==> src/hdl/cable_diag_pkg.sv <==
package cable_diag_pkg;
  // Register addresses in the management space
  localparam logic [4:0] addr_reflect_window = 5'h17;
  localparam logic [4:0] addr_reflect_peak_result = 5'h18;
  localparam logic [4:0] addr_reflect_threshold_result = 5'h19;
  localparam logic [4:0] addr_variance_control = 5'h1a;
  localparam logic [4:0] addr_variance_sum_data = 5'h1b;
  // Window fields
  localparam int window_start_lsb = 8;
  localparam int window_stop_lsb = 0;
  localparam logic [7:0] window_start_reset = 8'h00;
  localparam logic [7:0] window_stop_reset = 8'hff;
  // Result fields
  localparam int peak_value_lsb = 8;
  localparam int threshold_met_bit = 8;
  // Variance control fields
  localparam int var_ready_bit = 15;
  localparam int var_freeze_bit = 3;
  localparam int var_timer_lsb = 1;
  localparam int var_enable_bit = 0;
  localparam logic [1:0] var_timer_reset = 2'h0;
  // Reflect control bits held outside this block
  localparam int send_pulse_bit_pos = 11;
  localparam int negative_peak_mode_pos = 7;
  // One nominal millisecond is 2**17 sample clocks
  localparam int ms_unit_log2 = 17;
endpackage

==> src/hdl/variance_timer.sv <==
`timescale 1ns/1ps
module variance_timer #(
  parameter int unit_log2 = cable_diag_pkg::ms_unit_log2
) (
  // Clock and reset
  input wire logic mclk,
  input wire logic rstn,
  // Control
  input wire logic run,
  input wire logic restart,
  input wire logic [1:0] period_sel,
  // Period elapsed
  output logic elapsed
);
  localparam int cw = unit_log2 + 4;
  logic [cw-1:0] count;
  logic [cw-1:0] next_count;
  logic [cw-1:0] limit;
  logic next_elapsed;

  if (unit_log2 < 1 || unit_log2 > 24) begin : bad_unit_check
    $error("variance_timer: bad unit_log2");
  end

  always_comb begin
    limit = cw'(({2'b00, period_sel} + 4'h1) * 2) << unit_log2; // see RULE_12 see RULE_14
    next_count = count;
    next_elapsed = 1'b0;
    if (!run || restart) begin
      next_count = '0; // see RULE_13
    end else if (count == limit - cw'(1)) begin
      next_count = '0;
      next_elapsed = 1'b1; // see RULE_13
    end else begin
      next_count = count + cw'(1);
    end
  end

  always_ff @(posedge mclk or negedge rstn) begin
    if (!rstn) begin
      count <= '0;
      elapsed <= 1'b0;
    end else begin
      count <= next_count;
      elapsed <= next_elapsed;
    end
  end
endmodule

==> src/hdl/cable_diag_result_regs.sv <==
`timescale 1ns/1ps
// How it works
// RULE_01: Window and captured times count 8ns clocks from pulse launch.
// RULE_02: Window start 15:8 resets 0, stop 7:0 resets 0xFF; monitor between.
// RULE_03: Software sets stop not below start before launching.
// RULE_04: Results valid once send-pulse bit 11 returns to zero.
// RULE_05: Peak value 13:8 holds max, or min in negative-peak mode.
// RULE_06: Peak time 7:0 is first sample reaching the peak; ties ignored.
// RULE_07: Threshold-met bit 8 set if any window sample met threshold.
// RULE_08: Threshold time 7:0 is first sample meeting threshold.
// RULE_09: Reserved bits read zero and ignore writes.
// RULE_10: Ready bit 15 sets on new sum, clears after two data reads.
// RULE_11: Freeze bit 3 blocks loading, clears after two data reads.
// RULE_12: Timer field 2:1 selects 2, 4, 6 or 8 ms period.
// RULE_13: Writing the timer restarts computation; sum loads each period.
// RULE_14: One millisecond is 2**17 clocks of 8ns.
// RULE_15: Enable bit 0 runs computation; resets off.
// RULE_16: First data read returns low half, second read the high half.
// RULE_17: Software sets freeze on ready before reading the data.
// RULE_18: Data contents guaranteed only while ready is set.
// RULE_19: Send-pulse launches pulse, arms capture, self-clears when done.
// RULE_20: Negative-peak mode bit selects positive or negative peak.
// RULE_21: Threshold met above it in positive mode, below in negative.
// RULE_22: Sample counter runs from launch; capture stops past window stop.
module cable_diag_result_regs #(
  parameter int unit_log2 = cable_diag_pkg::ms_unit_log2
) (
  // Clock and reset
  input wire logic mclk,
  input wire logic rstn,
  // Management register access
  input wire logic reg_wr,
  input wire logic reg_rd,
  input wire logic [4:0] reg_addr,
  input wire logic [15:0] reg_wdata,
  output logic [15:0] reg_rdata,
  // Reflect control bits from the control register
  input wire logic send_pulse_set,
  input wire logic negative_peak_mode,
  input wire logic [5:0] rx_threshold,
  output logic send_pulse_bit,
  // Pulse launch and receive samples
  output logic pulse_launch,
  input wire logic [5:0] sample,
  // Variance engine
  input wire logic variance_sample_valid,
  input wire logic [31:0] variance_term
);
  typedef enum logic [0:0] {cap_idle, cap_run} cap_state_e;
  cap_state_e cap_state, next_cap_state;
  logic [7:0] window_start_time, next_window_start_time;
  logic [7:0] window_stop_time, next_window_stop_time;
  logic [7:0] sample_time, next_sample_time;
  logic [5:0] peak_value, next_peak_value;
  logic [7:0] peak_time, next_peak_time;
  logic peak_seen, next_peak_seen;
  logic threshold_met_flag, next_threshold_met_flag;
  logic [7:0] threshold_time, next_threshold_time;
  logic next_pulse_launch;
  logic in_window, meets_thr, better;

  logic var_ready, next_var_ready;
  logic var_freeze, next_var_freeze;
  logic [1:0] var_timer, next_var_timer;
  logic var_enable, next_var_enable;
  logic [31:0] var_acc, next_var_acc;
  logic [31:0] var_sum, next_var_sum;
  logic half_sel, next_half_sel;
  logic [15:0] next_reg_rdata;
  logic period_done, timer_written, data_read;

  if (unit_log2 < 1 || unit_log2 > 24) begin : bad_unit_check
    $error("cable_diag_result_regs: bad unit_log2");
  end

  // Pulse capture
  always_comb begin
    next_cap_state = cap_state;
    next_window_start_time = window_start_time;
    next_window_stop_time = window_stop_time;
    next_sample_time = sample_time;
    next_peak_value = peak_value;
    next_peak_time = peak_time;
    next_peak_seen = peak_seen;
    next_threshold_met_flag = threshold_met_flag;
    next_threshold_time = threshold_time;
    next_pulse_launch = 1'b0;
    in_window = (sample_time >= window_start_time) && (sample_time <= window_stop_time); // see RULE_02
    meets_thr = negative_peak_mode ? (sample < rx_threshold) : (sample > rx_threshold); // see RULE_21
    better = negative_peak_mode ? (sample < peak_value) : (sample > peak_value); // see RULE_05 see RULE_20
    if (reg_wr && reg_addr == cable_diag_pkg::addr_reflect_window) begin
      next_window_start_time = reg_wdata[cable_diag_pkg::window_start_lsb +: 8]; // see RULE_02
      next_window_stop_time = reg_wdata[cable_diag_pkg::window_stop_lsb +: 8];
    end
    case (cap_state)
      cap_idle: begin
        if (send_pulse_set) begin
          next_cap_state = cap_run; // see RULE_19
          next_pulse_launch = 1'b1;
          next_sample_time = 8'h00; // see RULE_01
          next_peak_seen = 1'b0;
          next_peak_value = 6'h00;
          next_peak_time = 8'h00;
          next_threshold_met_flag = 1'b0;
          next_threshold_time = 8'h00;
        end
      end
      cap_run: begin
        if (in_window) begin
          if (!peak_seen || better) begin
            next_peak_value = sample; // see RULE_05
            next_peak_time = sample_time; // see RULE_06
            next_peak_seen = 1'b1;
          end
          if (meets_thr && !threshold_met_flag) begin
            next_threshold_met_flag = 1'b1; // see RULE_07
            next_threshold_time = sample_time; // see RULE_08
          end
        end
        if (sample_time >= window_stop_time) begin
          next_cap_state = cap_idle; // see RULE_22 see RULE_04
        end else begin
          next_sample_time = sample_time + 8'h01; // see RULE_01
        end
      end
      default: next_cap_state = cap_idle;
    endcase
  end

  always_ff @(posedge mclk or negedge rstn) begin
    if (!rstn) begin
      cap_state <= cap_idle;
      window_start_time <= cable_diag_pkg::window_start_reset;
      window_stop_time <= cable_diag_pkg::window_stop_reset;
      sample_time <= 8'h00;
      peak_value <= 6'h00;
      peak_time <= 8'h00;
      peak_seen <= 1'b0;
      threshold_met_flag <= 1'b0;
      threshold_time <= 8'h00;
      pulse_launch <= 1'b0;
    end else begin
      cap_state <= next_cap_state;
      window_start_time <= next_window_start_time;
      window_stop_time <= next_window_stop_time;
      sample_time <= next_sample_time;
      peak_value <= next_peak_value;
      peak_time <= next_peak_time;
      peak_seen <= next_peak_seen;
      threshold_met_flag <= next_threshold_met_flag;
      threshold_time <= next_threshold_time;
      pulse_launch <= next_pulse_launch;
    end
  end

  assign send_pulse_bit = (cap_state == cap_run); // see RULE_19 see RULE_04

  // Variance period timer
  assign timer_written = reg_wr && reg_addr == cable_diag_pkg::addr_variance_control;
  assign data_read = reg_rd && reg_addr == cable_diag_pkg::addr_variance_sum_data;

  variance_timer #(
    .unit_log2(unit_log2)
  ) u_timer (
    .mclk(mclk),
    .rstn(rstn),
    .run(var_enable), // see RULE_15
    .restart(timer_written), // see RULE_13
    .period_sel(var_timer),
    .elapsed(period_done)
  );

  // Variance registers
  always_comb begin
    next_var_ready = var_ready;
    next_var_freeze = var_freeze;
    next_var_timer = var_timer;
    next_var_enable = var_enable;
    next_var_acc = var_acc;
    next_var_sum = var_sum;
    next_half_sel = half_sel;
    if (timer_written) begin
      next_var_freeze = reg_wdata[cable_diag_pkg::var_freeze_bit];
      next_var_timer = reg_wdata[cable_diag_pkg::var_timer_lsb +: 2]; // see RULE_12
      next_var_enable = reg_wdata[cable_diag_pkg::var_enable_bit]; // see RULE_15
      next_var_acc = 32'h0000_0000; // see RULE_13
      next_half_sel = 1'b0;
    end
    if (data_read) begin
      next_half_sel = ~half_sel; // see RULE_16
      if (half_sel) begin
        next_var_ready = 1'b0; // see RULE_10
        next_var_freeze = 1'b0; // see RULE_11
      end
    end
    if (!var_enable) begin
      next_var_acc = 32'h0000_0000; // see RULE_15
    end else if (!timer_written) begin
      if (period_done) begin
        next_var_acc = 32'h0000_0000;
        if (!var_freeze) begin
          next_var_sum = var_acc; // see RULE_11 see RULE_13
          next_var_ready = 1'b1; // see RULE_10
        end
      end else if (variance_sample_valid) begin
        next_var_acc = var_acc + variance_term;
      end
    end
  end

  always_ff @(posedge mclk or negedge rstn) begin
    if (!rstn) begin
      var_ready <= 1'b0;
      var_freeze <= 1'b0;
      var_timer <= cable_diag_pkg::var_timer_reset;
      var_enable <= 1'b0;
      var_acc <= 32'h0000_0000;
      var_sum <= 32'h0000_0000;
      half_sel <= 1'b0;
    end else begin
      var_ready <= next_var_ready;
      var_freeze <= next_var_freeze;
      var_timer <= next_var_timer;
      var_enable <= next_var_enable;
      var_acc <= next_var_acc;
      var_sum <= next_var_sum;
      half_sel <= next_half_sel;
    end
  end

  // Read data
  always_comb begin
    next_reg_rdata = 16'h0000; // see RULE_09
    case (reg_addr)
      cable_diag_pkg::addr_reflect_window: begin
        next_reg_rdata = {window_start_time, window_stop_time};
      end
      cable_diag_pkg::addr_reflect_peak_result: begin
        next_reg_rdata = {2'b00, peak_value, peak_time}; // see RULE_09
      end
      cable_diag_pkg::addr_reflect_threshold_result: begin
        next_reg_rdata = {7'h00, threshold_met_flag, threshold_time}; // see RULE_09
      end
      cable_diag_pkg::addr_variance_control: begin
        next_reg_rdata[cable_diag_pkg::var_ready_bit] = var_ready;
        next_reg_rdata[cable_diag_pkg::var_freeze_bit] = var_freeze;
        next_reg_rdata[cable_diag_pkg::var_timer_lsb +: 2] = var_timer;
        next_reg_rdata[cable_diag_pkg::var_enable_bit] = var_enable;
      end
      cable_diag_pkg::addr_variance_sum_data: begin
        next_reg_rdata = half_sel ? var_sum[31:16] : var_sum[15:0]; // see RULE_16 see RULE_18
      end
      default: next_reg_rdata = 16'h0000;
    endcase
    if (!reg_rd) begin
      next_reg_rdata = reg_rdata;
    end
  end

  always_ff @(posedge mclk or negedge rstn) begin
    if (!rstn) begin
      reg_rdata <= 16'h0000;
    end else begin
      reg_rdata <= next_reg_rdata;
    end
  end
endmodule

==> config.mk <==
export PLATFORM = sky130hd
export DESIGN_NAME = cable_diag_result_regs
export DESIGN_NICKNAME = d
export VERILOG_FILES = /design/src/hdl/cable_diag_pkg.sv /design/src/hdl/variance_timer.sv /design/src/hdl/cable_diag_result_regs.sv
export SDC_FILE = /design/constraint.sdc
export NUM_CORES = 1
export LEC_CHECK = 0
export ABC_CLOCK_PERIOD_IN_PS = 4080
export BUFFER_PORTS_ARGS = -buffer_cell sky130_fd_sc_hd__buf_2
export CORE_ASPECT_RATIO = 1.2
export CORE_MARGIN = 8
export CORE_UTILIZATION = 45
export CTS_CLUSTER_DIAMETER = 50
export CTS_CLUSTER_SIZE = 30
export DETAILED_ROUTE_END_ITERATION = 7
export PLACE_DENSITY = 0.69
export SLEW_MARGIN = 20
export SYNTH_ARGS = -nofsm -noshare
export SYNTH_HDL_FRONTEND = slang
export SYNTH_SLANG_ARGS = --single-unit
==> constraint.sdc <==
create_clock -name mclk -period 4.08 [get_ports mclk]
set_input_delay 0.408 -clock mclk [delete_from_list [all_inputs] [get_ports mclk]]
set_output_delay 0.408 -clock mclk [all_outputs]
set_load 0.1 [all_outputs]
==> out/metrics.cfg <==
[floorplanning]
dieArea_sq_mm=0.0259
floorplan.initialDensity_pct=45.4
dieHeight_um=175
total_core_area_sq_mm=0.0208
num_io_pins=90
die_w_um=148
fp-row-count=58

[cells_and_area]
sequential_cell_area_sq_mm=0.00396
multiInputGateArea_sq_mm=0.00502
area_growth_pct=12.4
antennaDiodeCount=0
layout.filler_cells=1945
fin_cells=1281
final_layout_size_suffix_gt1_share_pct=22.8
nets=1135

[clocking]
post_cts.repair.setup_buffers=0
max-clock-path-buffers=2
clock_sink_count=158
tritoncts=built
clock_transition_at_the_register_clock_pins_on_the_worst_setup_and_hold_paths_after_cts_ns=0.06
cts_inserted_buffers=17
h-tree-depth=4
cts_hold_repair.buffers=0
clkLatencyLatePin_ns=0.42
cts-resized-gates=0
cts.root.buffer_cell=clkbuf_16

[timing]
drv_slew=0
tightest_slew_ns=0.952
timing.slew.headroom_pct=36.5
timing_hold_violations_final=0
report.final.setup_viol=0
rsz0062_at_grt=false
finalHoldWorstSlack_ns=0.102
fin_setup_tns_ns=0
min_period_ns=3.22
fin_crit_sh_pct=79.0
clock.fmax_ghz=0.310
clock_skews_ns=0.0110

[synthesis]
syn_avg_cell_area_sq_um=10.3
netlist_instances=919
yosys.cell_types.count=67
synth_sequential_area_ratio_pct=42.0
synth_ff_type=dfrtp_1
synth_seq_cells=158
asyncSetResetFlopFracSynth_pct=100
synth_edf_count=0
syn_area_sq_mm=0.00943
synth_fp_nets=1055
yosys_warnings=0

[critical_path]
setup.worst_path.start_class=flip-flop
worst_ep_arrival_time_ns=3.52
cp-end-kind=flip-flop
ws_path_type=reg2reg
crit_path_max_fanout=14
worstPathRequired_ns=4.38

[drt]
route.detailed.drc=0
final_antenna_net_count=0
topRoutingLayerUsed=met4
dr.first_iter.drc_count=442
vias_per_cell=5.60
route.layer.met1.wl_um=10100
routed_wire_length_per_instance_um=17.7
detail_route.first_pass.iterations=5
met3_wirelength_um=1040
num_vias=7180
detail_route.wirelength_um=22700
met2_wirelength_um=11100

[pwr]
total_switching_power_w=0.00160
p_seq_share_pct=41.3
leakagePower_nw=5.14
ir_drop_mv=0.311
power_per_cell_area_mw_per_mm2=446
p_comb_share_pct=27.6
fin_total_pwr_w=0.00473
power.internal_w=0.00313
power.clock.fraction_pct=31.1
power.switching_fraction_pct=33.8

[job]
count_of_maximum_capacitance_violations=0

[placed_design]
gpl.final_weighted_congestion=0.889
placed_cells_incl_taps=1250
io_buffers=89
hpwl_um=16900

[global_routing]
initial_antenna_violation_count=0
gr-total-overflow=0
wire_length_of_the_first_global_routing_pass_um=36900
grt_util_all_layers_pct=17.8
largest_net_degree_at_the_start_of_global_routing=102
grt_pass1_vias=7239

[status]
outcome=complete, no violations

[worst_hold_path]
min_path_type=in2async

path summary, 6_finish.rpt:
path                                      from  cells past startpoint                   end  slack, ns
max                        window_stop_time[1]                     10          peak_time[7]       0.86
min                                       rstn                      1         reg_rdata[11]       0.10
max reg2reg                window_stop_time[1]                     10          peak_time[7]       0.86
min reg2reg                         var_sum[1]                      2            var_sum[1]       0.48
max in group asynchronous                 rstn                      2            var_sum[4]       3.17
min in group mclk                 reg_wdata[8]                      2  window_start_time[0]       0.22
synthesized netlist by cell type, types with 8 or more instances:
library cell | instances | area share [%]
dfrtp_1 | 150 | 40
nor2_1 | 76 | 3.0
mux2_2 | 72 | 8.6
ha_1 | 63 | 8.4
nand2_1 | 63 | 2.5
inv_1 | 55 | 2.2
mux2i_1 | 38 | 4.0
a21oi_1 | 37 | 2.0
nand3_1 | 29 | 1.5
o21ai_0 | 27 | 1.4
xnor2_1 | 27 | 2.5
clkbuf_1 | 21 | 0.84
a21o_1 | 20 | 1.6
xor2_1 | 18 | 1.7
a31oi_1 | 14 | 0.93
and3_1 | 13 | 0.86
nand4_1 | 13 | 0.86
nor3_1 | 13 | 0.69
o22ai_1 | 13 | 0.86
a221oi_1 | 12 | 1.1
and2_1 | 12 | 0.80
nor2b_1 | 11 | 0.73
o21a_1 | 10 | 0.80
dfstp_2 | 8 | 2.2
cell families (layout without fill, tap and decap cells):
group           count (synthesis)  in the layout  synth area share [%]
compound gates                186            186                  14.0
xor+xnor                       45             45                  4.18
fa+ha+maj                      64             64                  8.57
buf+inv                        91            183                  4.76
flops                         158            158                  42.0
mux                           111            111                  12.9
simple gates                  264            264                  13.6
metrics by stage:
| step | area (sq um) | setup slack [ns] | utilization (%) |
|---|---|---|---|
| 3_3_place_gp | 10100 | 0.953 | 48.4 |
| 3_5_place_dp | 10100 | 0.886 | 48.4 |
| 4_1_cts | 10600 | 0.865 | 51.1 |
| 6_report | 10600 | 0.856 | 51.1 |
| 2_1_floorplan | 9430 | 1.28 | - |
| 5_1_grt | 10600 | 0.653 | 51.1 |
layer usage:
layer	global-route usage, %	up-vias
li1	-	3487
met1	22.2	3485
met2	29.9	178
met3	3.65	30
met4	6.26	0
met5	0	-
power by group through the flow:
stage               Combinational (W)  Clock [W]  Sequential, W
floorplan                    0.000975          0        0.00196
global placement              0.00128          0        0.00197
CTS                           0.00131    0.00150        0.00195
finish                        0.00130    0.00147        0.00195
detailed placement            0.00130          0        0.00197
global route                  0.00146    0.00158        0.00197
sequential cells by signal (all words and copies together) (netlist names), 2 cells and up:
| signal | flops |
|---|---|
| sample_time | 8 |
| peak_time | 8 |
| window_start_time | 8 |
| window_stop_time | 8 |
| u_timer.count | 21 |
| var_acc | 32 |
| threshold_time | 8 |
| peak_value | 6 |
| var_sum | 32 |
| var_timer | 2 |
| reg_rdata | 16 |
cells in the final DEF, fill, tap and decap left out, types with 14 or more instances in the layout:
cell       instances
inv_1             55
nand3_1           29
buf_2             88
mux2i_1           38
dfrtp_1          150
o21ai_0           27
mux2_2            72
nand2_1           63
xor2_1            18
ha_1              63
nor2_1            76
a31oi_1           14
a21oi_1           37
a21o_1            20
xnor2_1           27
clkbuf_16         17
critical path, cell delays in order, from the launching register on:
cell and delay (ns):
dfstp_2 0.54, inv_1 0.04, ha_1 0.29, nor2b_1 0.14, o21a_1 0.16, o21a_1 0.17, o21bai_1 0.16, a21oi_1 0.12
nor3_1 0.38, o21a_1 0.69, mux2_2 0.42
cell type report:
type / count / area share (%)
inverters: 55 / 1.95
clock inverters: 13 / 1.10
repair buffers: 97 / 4.94
clock buffers: 18 / 4.05
flip-flops and latches: 158 / 37.4
well taps: 270 / 3.19
multi-input cells: 670 / 47.4
No activity file was read; power rests on OpenSTA's default activity.
